File: src/asr_pkg.sv
// Package with pin groups, states and timing constants of the static memory controller.
package asr_pkg;
    localparam int ASR_ADDR_W = 15;
    localparam int ASR_DATA_W = 8;
    localparam int ASR_BANK_W = 2;
    localparam int ASR_BANKS = 4;
    // Slowest speed grade: read cycle and write cycle time in ns.
    localparam int ASR_T_RC_NS = 15;
    localparam int ASR_T_WC_NS = 15;
    localparam int ASR_T_PWE_NS = 15;
    localparam int ASR_T_SD_NS = 7;
    localparam int ASR_CLK_NS = 10;
    // Least times round up to whole cycles.
    // A read also spends an opening cycle with the select high and two synchroniser cycles with it low.
    localparam logic [3:0] ASR_RD_CYC = 4'((ASR_T_RC_NS + ASR_CLK_NS - 1) / ASR_CLK_NS + 3);
    localparam logic [3:0] ASR_WR_CYC = 4'((ASR_T_PWE_NS + ASR_CLK_NS - 1) / ASR_CLK_NS);
    localparam logic [3:0] ASR_SETUP_CYC = 4'h1;
    localparam logic [3:0] ASR_HOLD_CYC = 4'h1;

    typedef struct packed {
        logic write;
        logic [ASR_BANK_W+ASR_ADDR_W-1:0] addr;
        logic [ASR_DATA_W-1:0] wdata;
    } asr_req_t;

    typedef struct packed {
        logic [ASR_BANKS-1:0] selN;
        logic outGateN;
        logic writeStrobeN;
        logic [ASR_ADDR_W-1:0] wordSelectLines;
        logic [ASR_DATA_W-1:0] byteOut;
        logic byteOeN;
    } asr_pins_t;

    typedef enum logic [4:0] {
        ASR_IDLE = 5'h01,
        ASR_SETUP = 5'h02,
        ASR_STROBE = 5'h04,
        ASR_HOLD = 5'h08,
        ASR_READ = 5'h10
    } asr_state_t;
endpackage

File: src/asr_ctrl.sv
// Host controller driving up to four asynchronous 32K x 8 static memories.
`timescale 1ns/1ps
`default_nettype none
// Behaviour
// - Write strobe stays high for every read; data appears with select and gate low.
// - Write starts with address and data valid; ends when either control rises.
// - Data setup and hold are met around the rising strobe edge.
// - Upper address bits decode to one chip select per device.
// - Address is valid no later than chip select falls for a read.
module asr_ctrl
    import asr_pkg::*;
(
    input wire logic clk,
    input wire logic nrst,
    input wire logic reqValid,
    input wire asr_req_t req,
    output logic reqReady,
    output logic rspValid,
    output logic [ASR_DATA_W-1:0] rspData,
    output logic [ASR_BANKS-1:0] chipSelN,
    output logic outGateN,
    output logic writeStrobeN,
    output logic [ASR_ADDR_W-1:0] wordSelectLines,
    output logic [ASR_DATA_W-1:0] bidirByteLinesOut,
    output logic bidirByteLinesOeN,
    input wire logic [ASR_DATA_W-1:0] bidirByteLinesIn
);
    asr_state_t state;
    asr_state_t next_state;
    asr_pins_t pins;
    asr_pins_t next_pins;
    logic [3:0] count;
    logic [3:0] next_count;
    logic reqReadyQ;
    logic next_reqReady;
    logic rspValidQ;
    logic next_rspValid;
    logic [ASR_DATA_W-1:0] rspDataQ;
    logic [ASR_DATA_W-1:0] next_rspData;
    logic [ASR_DATA_W-1:0] syncData;
    // Bank of the request in progress.
    logic [ASR_BANK_W-1:0] bank;
    logic [ASR_BANK_W-1:0] next_bank;

    asr_sync #(.W(ASR_DATA_W)) u_sync (
        .clk(clk),
        .nrst(nrst),
        .d(bidirByteLinesIn),
        .q(syncData)
    );

    // One select per bank; every other select stays high.
    function automatic logic [ASR_BANKS-1:0] bankSel(input logic [ASR_BANK_W-1:0] idx);
        logic [ASR_BANKS-1:0] s;
        s = '1;
        s[idx] = 1'b0;
        return s;
    endfunction

    always_comb begin
        next_state = state;
        next_pins = pins;
        next_count = count;
        next_reqReady = 1'b0;
        if (count != 4'h0) begin
            next_count = count - 4'h1;
        end
        case (state)
            ASR_IDLE: begin
                next_reqReady = 1'b1;
                if (reqValid && reqReadyQ) begin
                    next_reqReady = 1'b0;
                    // Address settles before a read's select falls; a write's data and select go out with it.
                    next_pins.wordSelectLines = req.addr[ASR_ADDR_W-1:0];
                    next_pins.writeStrobeN = 1'b1;
                    if (req.write) begin
                        // Data drive and select fall together with the address; the strobe waits
                        // a cycle so that a write never opens on moving lines.
                        next_pins.byteOut = req.wdata;
                        next_pins.byteOeN = 1'b0;
                        next_pins.outGateN = 1'b1;
                        next_pins.selN = bankSel(req.addr[ASR_BANK_W+ASR_ADDR_W-1:ASR_ADDR_W]);
                        next_count = ASR_SETUP_CYC;
                        next_state = ASR_SETUP;
                    end else begin
                        // Read with gate low and select still high until the next cycle; bus released by host first.
                        next_pins.byteOeN = 1'b1;
                        next_pins.outGateN = 1'b0;
                        next_pins.selN = '1;
                        next_count = ASR_RD_CYC;
                        next_state = ASR_READ;
                    end
                end
            end

            // Address, data and select settle for a cycle before the strobe falls.
            ASR_SETUP: begin
                if (count == 4'h1) begin
                    next_pins.writeStrobeN = 1'b0;
                    next_count = ASR_WR_CYC;
                    next_state = ASR_STROBE;
                end
            end

            // Strobe stays low for the slowest pulse width while data is driven.
            ASR_STROBE: begin
                if (count == 4'h1) begin
                    // Strobe ends the write while data is still driven.
                    next_pins.writeStrobeN = 1'b1;
                    next_count = ASR_HOLD_CYC;
                    next_state = ASR_HOLD;
                end
            end

            // Data and select stay one cycle past the rising strobe for hold.
            ASR_HOLD: begin
                if (count == 4'h1) begin
                    next_pins.selN = '1;
                    next_pins.byteOeN = 1'b1;
                    next_pins.outGateN = 1'b1;
                    next_reqReady = 1'b1;
                    next_state = ASR_IDLE;
                end
            end

            ASR_READ: begin
                if (count == ASR_RD_CYC) begin
                    // The address went out a cycle earlier, so it is settled when the select falls.
                    next_pins.selN = bankSel(bank);
                end
                if (count == 4'h1) begin
                    // The response group takes the synchronised byte on this same edge.
                    next_pins.selN = '1;
                    next_pins.outGateN = 1'b1;
                    next_reqReady = 1'b1;
                    next_state = ASR_IDLE;
                end
            end
            default: begin
                next_state = ASR_IDLE;
            end
        endcase
        // Reset parks every control high and releases the data lines.
        if (!nrst) begin
            next_state = ASR_IDLE;
            next_count = 4'h0;
            next_pins.selN = '1;
            next_pins.outGateN = 1'b1;
            next_pins.writeStrobeN = 1'b1;
            next_pins.wordSelectLines = '0;
            next_pins.byteOut = '0;
            next_pins.byteOeN = 1'b1;
            next_reqReady = 1'b0;
        end
    end

    always_ff @(posedge clk) begin
        state <= next_state;
        pins <= next_pins;
        count <= next_count;
        reqReadyQ <= next_reqReady;
    end

    // Read data path: the byte is sampled by the first synchroniser flop two cycles after
    // the select falls, which covers the slowest access time, and passes the second flop
    // one cycle later, just before the select window closes.
    always_comb begin
        next_rspValid = 1'b0;
        next_rspData = rspDataQ;
        if (state == ASR_READ && count == 4'h1) begin
            next_rspValid = 1'b1;
            next_rspData = syncData;
        end
        if (!nrst) begin
            next_rspValid = 1'b0;
            next_rspData = '0;
        end
    end

    always_ff @(posedge clk) begin
        rspValidQ <= next_rspValid;
        rspDataQ <= next_rspData;
    end

    // Bank copy taken with the request, so the requester may move on once it is accepted.
    always_comb begin
        next_bank = bank;
        if (state == ASR_IDLE && reqValid && reqReadyQ) begin
            next_bank = req.addr[ASR_BANK_W+ASR_ADDR_W-1:ASR_ADDR_W];
        end
        if (!nrst) begin
            next_bank = '0;
        end
    end

    always_ff @(posedge clk) begin
        bank <= next_bank;
    end

    // Every output is a plain copy of a register.
    always_comb begin
        reqReady = reqReadyQ;
        rspValid = rspValidQ;
        rspData = rspDataQ;
        chipSelN = pins.selN;
        outGateN = pins.outGateN;
        writeStrobeN = pins.writeStrobeN;
        wordSelectLines = pins.wordSelectLines;
        bidirByteLinesOut = pins.byteOut;
        bidirByteLinesOeN = pins.byteOeN;
    end
endmodule
`default_nettype wire

File: src/asr_sync.sv
// Two flip-flop synchroniser for the returning data lines.
`timescale 1ns/1ps
`default_nettype none
module asr_sync #(parameter int W = 8) (
    input wire logic clk,
    input wire logic nrst,
    input wire logic [W-1:0] d,
    output logic [W-1:0] q
);
    logic [W-1:0] stage1;
    logic [W-1:0] next_stage1;
    logic [W-1:0] next_q;

    always_comb begin
        next_stage1 = nrst ? d : '0;
        next_q = nrst ? stage1 : '0;
    end

    always_ff @(posedge clk) begin
        stage1 <= next_stage1;
        q <= next_q;
    end
endmodule
`default_nettype wire

File: config.mk
export PLATFORM = sky130hd
export DESIGN_NAME = asr_ctrl
export DESIGN_NICKNAME = d
export VERILOG_FILES = /design/src/asr_pkg.sv /design/src/asr_ctrl.sv /design/src/asr_sync.sv
export SDC_FILE = /design/constraint.sdc
export NUM_CORES = 1
export LEC_CHECK = 0
export BUFFER_PORTS_ARGS = -buffer_cell sky130_fd_sc_hd__buf_4
export CAP_MARGIN = 20
export CORE_MARGIN = 3
export CORE_UTILIZATION = 45
export CTS_CLUSTER_DIAMETER = 40
export DETAILED_ROUTE_END_ITERATION = 6
export PLACE_DENSITY = 0.7
export SLEW_MARGIN = 20
export SYNTH_ARGS = -nofsm -noshare
export SYNTH_HDL_FRONTEND = slang
export SYNTH_SLANG_ARGS = --single-unit
File: constraint.sdc
create_clock -name clk -period 2.3 [get_ports clk]
set_clock_uncertainty 0.1 [all_clocks]
set_input_delay 0.23 -clock clk [delete_from_list [all_inputs] [get_ports clk]]
set_output_delay 0.23 -clock clk [all_outputs]
set_load 0.05 [all_outputs]
Yosys cells after proc, flatten, opt, wreduce, memory -nomap -nowiden --
Index checks and enable logic that the tools add are counted.
Operators by class: add/sub/neg operators 1, eq/ne operators 14, $lt $le $gt $ge 4, mux-type cells 32, bitwise gates (word level) 2, reductions and logical operators 18
Operators with widths (count):
- 2-to-1 mux 5 bit | 8
- 2-to-1 mux 30 bit | 1
- 2-to-1 mux 4 bit | 5
- one-hot mux 5 bit (4 select lines) | 1
- AND reduction 4 bit | 4
- one-hot mux 5 bit (3 select lines) | 1
- one-hot mux 4 bit (3 select lines) | 1
- inequality test 2 bit (second input constant) | 5
- 2-to-1 mux 1 bit | 8
- 2-to-1 mux 8 bit | 1
- inverter 4 bit | 2
- logical AND 1 bit | 6
- < comparator 2 x 3 -> 1 bit (second input constant) | 2
- AND reduction 3 bit | 2
- nonzero test 3 bit | 2
- equality test 5 x 1 -> 1 bit (second input constant) | 1
- equality test 5 x 2 -> 1 bit (second input constant) | 1
- equality test 5 x 3 -> 1 bit (second input constant) | 1
- equality test 5 x 4 -> 1 bit (second input constant) | 1
- equality test 5 bit (second input constant) | 1
- demux 1 bit (select 2 bit) | 2
- equality test 4 x 1 -> 1 bit (second input constant) | 1
- equality test 4 x 3 -> 1 bit (second input constant) | 1
- >= comparator 2 x 1 -> 1 bit (second input constant) | 2
- 10 further kinds | 11
Word-level totals: logic and storage cells 85, output and inout bits 40, bits in registers 67, input port bits 37

Longest topological paths before layout --
Gate-level depths: netlist of run 1.
depth after elaboration 8, mapped depth 7

Modules after synthesis --
From an unflattened synthesis of run 1, not the netlist that was laid out.
Unflattened totals: cells, all modules 277, area total of the unflattened synthesis 2792.7 um2
By module, submodules not included:
- asr_ctrl | times used 1, cells an instance 244, seq. area each 1021.0 um2, area an instance 2346.0 um2
- asr_sync | times used 1, cells an instance 33, seq. area each 320.3 um2, area an instance 446.7 um2

Least setup slack after synthesis of run 1 --
No wires, ideal clock.
path kind reg2reg, start point reg reqReadyQ (netlist: reqReady), end point reg pins, in the netlist chipSelN[0], arrival time 1713 ps, required time 2127 ps, cell stages (with the launch flop) 6, slack 414 ps, period minus slack after synthesis 1886 ps, cells stage by stage dfxtp_1 -> nand2_1 -> and3_1 -> clkbuf_1 -> or3_4 -> o211ai_2
On the way: longest elaborated chain between the ends 3
RTL lines:
- from (decl) | line asr_ctrl.sv:34 | logic reqReadyQ;
- from (signal assigned) | line asr_ctrl.sv:161 | reqReadyQ <= next_reqReady;
- logical AND 1 bit | line asr_ctrl.sv:71 | if (reqValid && reqReadyQ) begin
- inequality test 2 bit (no line)
- AND reduction 4 bit (no line)
- to (signal assigned) | line asr_ctrl.sv:159 | pins <= next_pins;
- to (decl) | line asr_ctrl.sv:30 | asr_pins_t pins;
Every way passes these cells. A chain may end at the register's enable or synchronous reset.

Worst setup path in the final report of run 1 --
start point reg count[1], end point reg pins, in the netlist chipSelN[1]
On the way: longest elaborated chain between the ends 3
RTL lines:
- from (decl) | line asr_ctrl.sv:32 | logic [3:0] count;
- from (signal assigned) | line asr_ctrl.sv:160 | count <= next_count;
- equality test 4 x 1 -> 1 bit or equality test 4 x 3 -> 1 bit (tied branches) | line asr_ctrl.sv:117, asr_ctrl.sv:131, asr_ctrl.sv:127
- inequality test 3 bit (no line) (tied with other cells)
- AND reduction 4 bit (no line) or one-hot mux 5 bit (3 select lines) (tied branches)
Several ways; a longest one is shown, not always the timed one. The select of a mux whose other input is x is not followed.

==> impl_metrics.yaml, run 1 <==
die:
  std_cell_rows: 27
  core_area_mm2: 0.00571
  floorplan.io_pins: 77
  start_util: 0.479
  die-width_um: 84.0
  die_height_um: 84.0
  floorplan.die_area_mm2: 0.00705
critical_path:
  path_cells: "inv_1 > ha_1 > nor3b_2 > nor3b_4 > or3_4 > o211ai_2"
  startpoint_class: "flip-flop"
  arrival_ps: 2140
  critPathMaxStageDelay_ps: 470
  setup_cp_type: "flip-flop to flip-flop"
  critical-path-slowest-cell: "sky130_fd_sc_hd__nor3b_2"
  critPathRequiredTime_ps: 2460
  setup.worst_path.end_class: "flip-flop"
  cp_num_buf_inv: 1
  timing.critical_path.max_delay_family: "simple AND/OR/NAND/NOR gates"
  timing.critical_path.fanout_max: 7
clock_network:
  cts_made_buffers: 9
  cts.sink_count: 67
  tritoncts: "done"
  clk_pin_slew_ps: 70
  cts_htree_levels: 3
  cts.repair_timing.setup_buffer_count: 0
  clk_latency_ps: 330
  ctsRootBufferMaster: "sky130_fd_sc_hd__clkbuf_8"
  clock_path_buffers: 2
synth:
  synth.cell_area_mm2: 0.00274
  synth-edff-count: 0
  synthesis.nets: 346
  syn_inst: 306
  synthesis.area_per_instance_um2: 8.94
  synth_seq_cells: 67
  dominantRegCellSynth: "sky130_fd_sc_hd__dfxtp_1"
  synth_sequential_area_ratio: 0.490
  async_reset_ff_frac: 0
  synthesis_warning_total: 0
  yosysUniqueCellTypes: 45
global_routing:
  grt_pass1_wl_mm: 10.2
  groute.usage.overall: 0.177
  grt_max_degree: 31
  first_global_vias: 2183
  initial_antenna_violation_count: 0
  grt.overflow.total: 0
layout:
  layout-drive-gt1-share: 0.279
  area.growth.synth_to_final_pct: 31.8
  register_area_mm2: 0.00134
  most_frequent_standard_cell_in_the_layout_excluding_fill_and_tap_cells: "sky130_fd_sc_hd__buf_4"
  multiInputGateArea_mm2: 0.00128
  most-common-layout-cells: "83 x sky130_fd_sc_hd__buf_4, 67 x sky130_fd_sc_hd__dfxtp_1, 54 x sky130_fd_sc_hd__nand2_1"
  antenna_cells: 0
  num-nets-final: 426
  nFillCells: 490
  fin_cells: 463
routing:
  met1Wirelength_mm: 2.77
  drtAntennaViolNets: 0
  remaining_drc_errors: 0
  routed.top_layer: "met4"
  routed_via_density: 5.06
  wl_per_cell_um: 12.9
  detail_route.wirelength_mm: 5.99
  vias: 2345
  met3WireLength_um: 365
  initialDrtViolationCount: 103
  met2_length_mm: 2.78
  dr.pass1.iters: 4
timing:
  setup_ws_ps: 314
  slew_violations: 0
  worst_slew_pin_slew_ps: 751
  fin_tns_setup_ps: 0
  post-route-period-util: 0.863
  timing_hold_violations_final: 0
  holdWs_ps: 12.8
  max_clock_freq_mhz: 504
  grt_setup_unrepaired: "false"
  setup-violations-final: 0
  max_slew_margin: 0.499
  timing.final.crit_period_ps: 1990
place:
  total_of_buffers_placed_on_input_and_output_ports: 76
  pre_cts_slack_ps: 287
  post-place-cells: 441
  post-dp-hpwl_mm: 4.12
  gp_congestion: 0.777
pwr:
  highest_ir_drop_seen_on_vdd_mv: 0.446
  power_density_mw_per_mm2: 811
  power.static_leakage_uw: 0.00156
  design_power_total_uw: 2930
worst_hold_path:
  min-delay-path-class: "input port to flip-flop"
run:
  maxCapViolCount: 0
status:
  outcome: "complete, no violations"
==> synthesized netlist by cell type, types with 3 or more instances <==
cell,count,share of area
sky130_fd_sc_hd__dfxtp_1,67,0.49
sky130_fd_sc_hd__nand2_1,54,0.074
sky130_fd_sc_hd__a21oi_1,31,0.057
sky130_fd_sc_hd__nor2_1,20,0.027
sky130_fd_sc_hd__and2_1,17,0.039
sky130_fd_sc_hd__buf_2,10,0.018
sky130_fd_sc_hd__clkbuf_1,9,0.012
sky130_fd_sc_hd__mux2i_1,9,0.033
sky130_fd_sc_hd__nand3_1,9,0.016
sky130_fd_sc_hd__nor3_1,6,0.011
sky130_fd_sc_hd__inv_1,5,0.0069
sky130_fd_sc_hd__o31ai_1,5,0.014
sky130_fd_sc_hd__nor3b_1,4,0.011
sky130_fd_sc_hd__o211ai_2,4,0.018
sky130_fd_sc_hd__o21ai_0,4,0.0073
sky130_fd_sc_hd__o22ai_1,4,0.0091
sky130_fd_sc_hd__or3_1,4,0.0091
sky130_fd_sc_hd__a31oi_1,3,0.0069
sky130_fd_sc_hd__and3_1,3,0.0069
sky130_fd_sc_hd__ha_1,3,0.014
sky130_fd_sc_hd__nand2b_1,3,0.0069
==> worst register-to-register path: cells and delay by family (launching register included) <==
family / cells / cell delay, ps
and+or+nand+nor: 3 / 1050
DFF: 1 / 310
AOI/OAI and AO/OA: 1 / 160
adders and majority gates: 1 / 180
buffers and inverters: 1 / 110
==> worst paths after layout <==
check	startpoint	endpoint	slack [ps]	cells past startpoint
min reg2reg	u_sync.stage1[4]$_SDFF_PN0_	u_sync.q[4]$_SDFF_PN0_	330	1
min	bidirByteLinesIn[6]	u_sync.stage1[6]$_SDFF_PN0_	10	2
max reg2reg	count[1]$_SDFF_PN0_	chipSelN[1]$_SDFFE_PN1P_	310	6
max	count[1]$_SDFF_PN0_	chipSelN[1]$_SDFFE_PN1P_	310	6
==> stage by stage <==
step	util	cell area (µm²)
final	0.632	3610
after global routing	0.632	3610
after CTS	0.632	3610
after detailed placement	0.588	3360
after global placement	0.588	3360
after floorplan	-	2740
==> routing by layer <==
metal / vias to the layer above / global-route usage
li1: 1204 / -
met1: 1071 / 0.225
met2: 62 / 0.275
met3: 8 / 0.0632
met4: 0 / 0.0673
met5: - / 0
==> power by group <==
part | internal, µW | switching (µW)
registers | 1240 | 58.1
clock network | 531 | 408
logic | 291 | 397
total | 2060 | 863
==> layout make-up <==
| type | instances | area share |
|---|---|---|
| Clock buffer | 14 | 0.0423 |
| Clock inverter | 2 | 0.00972 |
| Inverter | 6 | 0.00625 |
| Multi-Input combinational cell | 213 | 0.355 |
| Sequential cell | 67 | 0.372 |
| Tap cell | 72 | 0.0250 |
| Timing Repair Buffer | 89 | 0.189 |
==> kinds of logic (layout without fill, tap and decap cells) <==
group                    count (synthesis)  after routing  share of synthesized area
XOR/XNOR                                 4              4                     0.0128
flip-flops                              67             67                      0.490
AO/OA/AOI/OAI                           62             62                      0.151
adder cells (fa/ha/maj)                  3              3                     0.0137
buffers and inverters                   26            111                     0.0416
multiplexers                             9              9                     0.0329
AND/OR/NAND/NOR                        135            135                      0.258
==> state kept, by name (all words and copies together) (netlist names) <==
register,count
u_sync.q,8
rspValid,1
reqReady,1
outGateN,1
writeStrobeN,1
chipSelN,4
count,4
u_sync.stage1,8
state,5
rspData,8
bidirByteLinesOut,8
bidirByteLinesOeN,1
wordSelectLines,15
bank,2
==> timing repair <==
action,in CTS,in global routing
endpoints found under the hold margin,6,0
resized for setup,0,0
hold buffers,6,0
Note: power is estimated with default switching activity, not from simulation.
==> run 2: changes to the inputs <==
--- a/config.mk
+++ b/config.mk
@@ -8,10 +8,9 @@
 export BUFFER_PORTS_ARGS = -buffer_cell sky130_fd_sc_hd__buf_4
 export CAP_MARGIN = 20
 export CORE_MARGIN = 3
-export CORE_UTILIZATION = 45
+export CORE_UTILIZATION = 25
 export CTS_CLUSTER_DIAMETER = 40
 export DETAILED_ROUTE_END_ITERATION = 6
-export PLACE_DENSITY = 0.7
 export SLEW_MARGIN = 20
 export SYNTH_ARGS = -nofsm -noshare
 export SYNTH_HDL_FRONTEND = slang
==> run 2 against run 1 <==
Net effect:
- via count grew 2.0%
- clock power grew 18%
- critical path depth did not move
- maximum frequency grew 2.0%
- count of clock-buffer cells in the layout shrank 4
- final area rose by 4.4%
- first-iteration DRC count is 27% higher
- non-clock buffer count increased by 4
- critical path type unchanged
- setup slack improved by 40 ps
- critical endpoint is now writeStrobeN$_SDFFE_PN1P_
- largest cell class unchanged
- sequential power hardly changed
==> impl_metrics.yaml, run 2 (synthesis results as in run 1) <==
die:
  floorplan.io_pins: 77
  core_area_mm2: 0.0105
  die_height_um: 111
  die-width_um: 111
  start_util: 0.262
  floorplan.die_area_mm2: 0.0122
  std_cell_rows: 37
layout:
  flip_flop_count_of_the_largest_register_all_copies_and_words_added: 15
  layout-drive-gt1-share: 0.291
  nFillCells: 1102
  multiInputGateArea_mm2: 0.00128
  most-common-layout-cells: "84 x sky130_fd_sc_hd__buf_4, 67 x sky130_fd_sc_hd__dfxtp_1, 54 x sky130_fd_sc_hd__nand2_1"
  antenna_cells: 0
  most_frequent_standard_cell_in_the_layout_excluding_fill_and_tap_cells: "sky130_fd_sc_hd__buf_4"
  register_area_mm2: 0.00134
  num-nets-final: 430
  area.growth.synth_to_final_pct: 37.5
  finalInstanceArea_mm2: 0.00376
global_routing:
  groute.usage.overall: 0.116
  m2_gr_usage: 0.191
  use_met3: 0.0395
  global_route.usage.met1: 0.137
  top_usage_layer: "met2"
  first_global_vias: 2338
  grt_max_degree: 26
  initial_antenna_violation_count: 0
  grt_pass1_wl_mm: 11.4
  grt.overflow.total: 0
pwr:
  power.static_leakage_uw: 0.00159
  power_density_mw_per_mm2: 831
  highest_ir_drop_seen_on_vdd_mv: 0.268
clock_network:
  cts_made_buffers: 9
  clk_latency_ps: 350
  cts.sink_count: 67
  ctsRootBufferMaster: "sky130_fd_sc_hd__clkbuf_8"
  clk_pin_slew_ps: 80
  cts.repair_timing.setup_buffer_count: 0
  cts_htree_levels: 3
  tritoncts: "done"
  clock_path_buffers: 2
timing:
  timing_hold_violations_final: 0
  holdWs_ps: 27.0
  setup-violations-final: 0
  fin_tns_setup_ps: 0
  worst_slew_pin_slew_ps: 498
  timing.final.crit_period_ps: 1950
  max_clock_freq_mhz: 514
  post-route-period-util: 0.846
  slew_violations: 0
  max_slew_margin: 0.666
  grt_setup_unrepaired: "false"
worst_hold_path:
  min-delay-path-class: "input port to flip-flop"
  hp-start: "req[16]"
  timing.hold.worst_path_depth: 3
critical_path:
  timing.critical_path.fanout_max: 8
  setup_cp_type: "flip-flop to flip-flop"
  path_cells: "inv_1 > ha_1 > or3b_1 > o31ai_2 > a21oi_1 > or3_1"
  startpoint_class: "flip-flop"
  setup.worst_path.end_class: "flip-flop"
  critPathMaxStageDelay_ps: 490
  ff2ff_path_depth: 6
  worst_setup_path_startpoint: "count[1]$_SDFF_PN0_"
  arrival_ps: 2070
  critical-path-slowest-cell: "sky130_fd_sc_hd__or3b_1"
  critPathRequiredTime_ps: 2430
  timing.rr.start: "count[1]$_SDFF_PN0_"
routing:
  initialDrtViolationCount: 131
  detail_route.wirelength_mm: 6.88
  wl_per_cell_um: 13.0
  vias: 2393
  remaining_drc_errors: 0
  dr.pass1.iters: 4
  routed_via_density: 4.51
  drtAntennaViolNets: 0
run:
  maxCapViolCount: 0
place:
  gp_congestion: 0.820
  total_of_buffers_placed_on_input_and_output_ports: 76
  placed_cell_area_mm2: 0.00345
  post-dp-hpwl_mm: 4.84
status:
  outcome: "complete, no violations"
[run 2: changes by cell type in the layout (fill, tap and decap cells not counted)]
cell                            before  now
sky130_fd_sc_hd__bufinv_16           1    2
sky130_fd_sc_hd__dlygate4sd3_1       6    9
sky130_fd_sc_hd__and2_2              0    1
sky130_fd_sc_hd__clkinv_4            0    1
sky130_fd_sc_hd__buf_4              83   84
sky130_fd_sc_hd__and2_1             17   16
sky130_fd_sc_hd__clkinvlp_4          0    2
sky130_fd_sc_hd__clkbuf_1            4    0
[run 2: where the power goes]
| group | leakage [µW] | switching (µW) | internal [µW] |
|---|---|---|---|
| Clock | 0.000108 | 469 | 639 |
| Sequential | 0.000548 | 60.9 | 1240 |
| Combinational | 0.000932 | 412 | 307 |
| Total | 0.00159 | 942 | 2190 |
[run 2: area by class of cell]
| type | count | share of cell area |
|---|---|---|
| Clock buffer | 10 | 0.0366 |
| Inverter | 6 | 0.00598 |
| Sequential cell | 67 | 0.356 |
| Tap cell | 136 | 0.0452 |
| Timing Repair Buffer | 93 | 0.191 |
| Clock inverter | 6 | 0.0236 |
| Multi-Input combinational cell | 213 | 0.341 |
[run 2: worst paths after layout]
kind	to	slack (ps)
min reg2reg	u_sync.q[6]$_SDFF_PN0_	330
max	writeStrobeN$_SDFFE_PN1P_	350
max reg2reg	writeStrobeN$_SDFFE_PN1P_	350
min	wordSelectLines[8]$_SDFFE_PN0P_	30
[run 2: routing by layer]
layer,up-vias,part of all wire
met4,0,0.016
met2,40,0.49
met1,1129,0.45
li1,1218,-
met5,-,0
met3,6,0.043
[run 2: timing repair]
action | CTS | global route
gates resized for setup | 0 | 1
hold buffers | 8 | 1
setup endpoints to repair | 0 | 1
endpoints found under the hold margin | 8 | 1
[run 2: worst max-delay path: cells and delay by family (launching register included)]
kind	cells	cell delay, ps
adders and majority gates	1	190
buffers and inverters	1	110
AOI/OAI and AO/OA	2	330
and+or+nand+nor	2	790
DFF	1	320
[run 2: metrics by stage]
step           std cells  utilization  setup slack, ps  total power (µW)
2_1_floorplan        306            -              414              1830
3_3_place_gp         506        0.329              367              2010
3_5_place_dp         506        0.329              269              2030
4_1_cts              530        0.359              249              3180
5_1_grt              531        0.360              215              3330
6_report             531        0.360              354              3130
==> run 3: changes to the inputs <==
==> constraint.sdc (replaced) <==
create_clock -name clk -period 1.6 [get_ports clk]
set_clock_uncertainty 0.1 [all_clocks]
set_input_delay 0.16 -clock clk [delete_from_list [all_inputs] [get_ports clk]]
set_output_delay 0.16 -clock clk [all_outputs]
set_load 0.05 [all_outputs]
==> run 3 against run 2 <==
Net effect:
- the run now ends with negative setup slack left
- count of clock-buffer cells in the layout is 2 higher
- maximum frequency grew 11%
- final area is 20% higher
- power up 63%
- hold slack gained 29 ps
- non-clock buffer count rose by 64
- routed wire length increased by 15%
- cell count grew 12%
- register-to-register slack got worse by 510 ps
- sequential power grew 45%
- via count increased by 11%
- sequential cell count unchanged
- critical endpoint unchanged
==> impl_metrics.yaml, run 3 (synthesis results as in run 1) <==
status:
  outcome: "complete, but fails checks"
  failed_checks: "negative setup slack"
global_routing:
  initial_antenna_violation_count: 0
  grt_pass1_wl_mm: 12.4
  grt_max_degree: 25
  groute.usage.overall: 0.124
  grt.overflow.total: 0
  first_global_vias: 2652
critical_path:
  reg2reg_slack_ps: -160
  worstReg2RegEnd: "writeStrobeN$_SDFFE_PN1P_"
  setup_cp_type: "flip-flop to flip-flop"
  ff2ff_path_depth: 6
  critPathMaxStageDelay_ps: 440
  cp_num_cells: 6
  critPathRequiredTime_ps: 1740
  timing.critical_path.max_delay_family: "simple AND/OR/NAND/NOR gates"
  startpoint_class: "flip-flop"
  path_cells: "inv_2 > ha_4 > or3b_4 > o31ai_2 > a21oi_1 > or3_1"
  timing.rr.start: "count[1]$_SDFF_PN0_"
  critical-path-slowest-cell: "sky130_fd_sc_hd__or3b_4"
  critical_path.endpoint: "writeStrobeN$_SDFFE_PN1P_"
  arrival_ps: 1900
  setup.worst_path.end_class: "flip-flop"
  timing.critical_path.fanout_max: 7
  cp_num_buf_inv: 1
  worst_setup_path_startpoint: "count[1]$_SDFF_PN0_"
layout:
  flip_flop_count_of_the_largest_register_all_copies_and_words_added: 15
  num-nets-final: 494
  nFillCells: 1064
  antenna_cells: 0
  most_frequent_standard_cell_in_the_layout_excluding_fill_and_tap_cells: "sky130_fd_sc_hd__buf_4"
  most-common-layout-cells: "118 x sky130_fd_sc_hd__buf_4, 59 x sky130_fd_sc_hd__dfxtp_1, 54 x sky130_fd_sc_hd__nand2_1"
  finalInstanceArea_mm2: 0.00451
  register_area_mm2: 0.00136
  multiInputGateArea_mm2: 0.00145
  fin_cells: 595
  layout-drive-gt1-share: 0.403
  area.growth.synth_to_final_pct: 64.9
die:
  floorplan.io_pins: 77
  std_cell_rows: 37
  die_height_um: 111
  core_area_mm2: 0.0105
  floorplan.die_area_mm2: 0.0122
  start_util: 0.262
  die-width_um: 111
pwr:
  power_density_mw_per_mm2: 1130
  highest_ir_drop_seen_on_vdd_mv: 0.442
  power.static_leakage_uw: 0.00193
timing:
  max_clock_freq_mhz: 569
  timing.final.crit_period_ps: 1760
  setup-violations-final: 15
  fin_tns_setup_ps: -865
  max_slew_margin: 0.755
  grt_setup_unrepaired: "true"
  setup_ws_ps: -156
  worst_slew_pin_slew_ps: 367
  timing_hold_violations_final: 0
  slew_violations: 0
  post-route-period-util: 1.10
worst_hold_path:
  min-delay-path-class: "input port to flip-flop"
place:
  post-dp-hpwl_mm: 5.37
  total_of_buffers_placed_on_input_and_output_ports: 76
  gp_congestion: 0.771
  pre_cts_slack_ps: -225
  placed_cell_area_mm2: 0.00372
  post-place-cells: 541
routing:
  remaining_drc_errors: 0
  routed_via_density: 4.45
  initialDrtViolationCount: 113
  drtAntennaViolNets: 0
  dr.pass1.iters: 4
  detail_route.wirelength_mm: 7.88
  vias: 2650
  wl_per_cell_um: 13.2
clock_network:
  tritoncts: "done"
  clk_latency_ps: 350
  ctsRootBufferMaster: "sky130_fd_sc_hd__clkbuf_8"
  clk_pin_slew_ps: 80
  cts_htree_levels: 3
  cts_made_buffers: 9
  cts.sink_count: 67
  clock_path_buffers: 2
run:
  maxCapViolCount: 0
-- run 3: cell count changes in the layout (fill, tap and decap cells not counted), sizes merged --
cell | previous run | this run
buf | 84 | 124
clkbuf | 10 | 12
dlygate4sd3 | 9 | 33
clkinvlp | 2 | 1
clkinv | 3 | 2
-- run 3: worst min-delay path: stages --
cell and delay, ps:
sky130_fd_sc_hd__buf_4 120, sky130_fd_sc_hd__clkinv_1 110, sky130_fd_sc_hd__a211oi_1 70
-- run 3: worst min path at each step --
stage                                    from                          end  cells past startpoint
after floorplan                          nrst       u_sync.q[0]$_SDFF_PN0_                      1
after global placement    bidirByteLinesIn[2]  u_sync.stage1[2]$_SDFF_PN0_                      2
after detailed placement  bidirByteLinesIn[2]  u_sync.stage1[2]$_SDFF_PN0_                      2
after CTS                             req[25]        outGateN$_SDFFE_PN1P_                      3
after global routing                     nrst          count[1]$_SDFF_PN0_                      3
final                                    nrst          count[1]$_SDFF_PN0_                      3
-- run 3: report_power, final --
group,leakage (µW),total [µW],internal (µW),switching [µW]
Sequential,0.000551,1880,1790,89.5
Clock,0.000113,1620,961,656
Combinational,0.00127,1620,829,791
Total,0.00193,5110,3580,1540
-- run 3: what timing repair did --
action                                  CTS  global route
cloned                                    1             0
hold buffers                             33             0
endpoints found under the hold margin    33             0
endpoints found under the setup margin   45            43
buffers inserted                          1             3
resized for setup                        23            25
pin swaps                                 7             3
-- run 3: layout make-up --
type,instances,area share
multi-input combinational,213,0.322
sequential,67,0.301
timing repair buffer,157,0.284
tap,136,0.0377
clock buffer,12,0.0344
clock inverter,4,0.0161
inverter,6,0.00499
-- run 3: per-layer routing --
layer | vias to the layer above | part of all wire | global-route usage | wire [µm]
met5 | - | 0 | 0 | 0
met4 | 0 | 0.019 | 0.0517 | 147
met3 | 13 | 0.034 | 0.0367 | 265
met2 | 50 | 0.53 | 0.219 | 4160
met1 | 1239 | 0.42 | 0.138 | 3310
li1 | 1348 | - | - | -
-- run 3: metrics by stage --
stage,total power [µW],hold WS [ps],utilization
2_1_floorplan,2670,182,-
3_3_place_gp,3070,268,0.356
3_5_place_dp,3090,272,0.356
4_1_cts,4910,44.1,0.418
5_1_grt,5350,56.7,0.431
6_report,5110,56.3,0.431
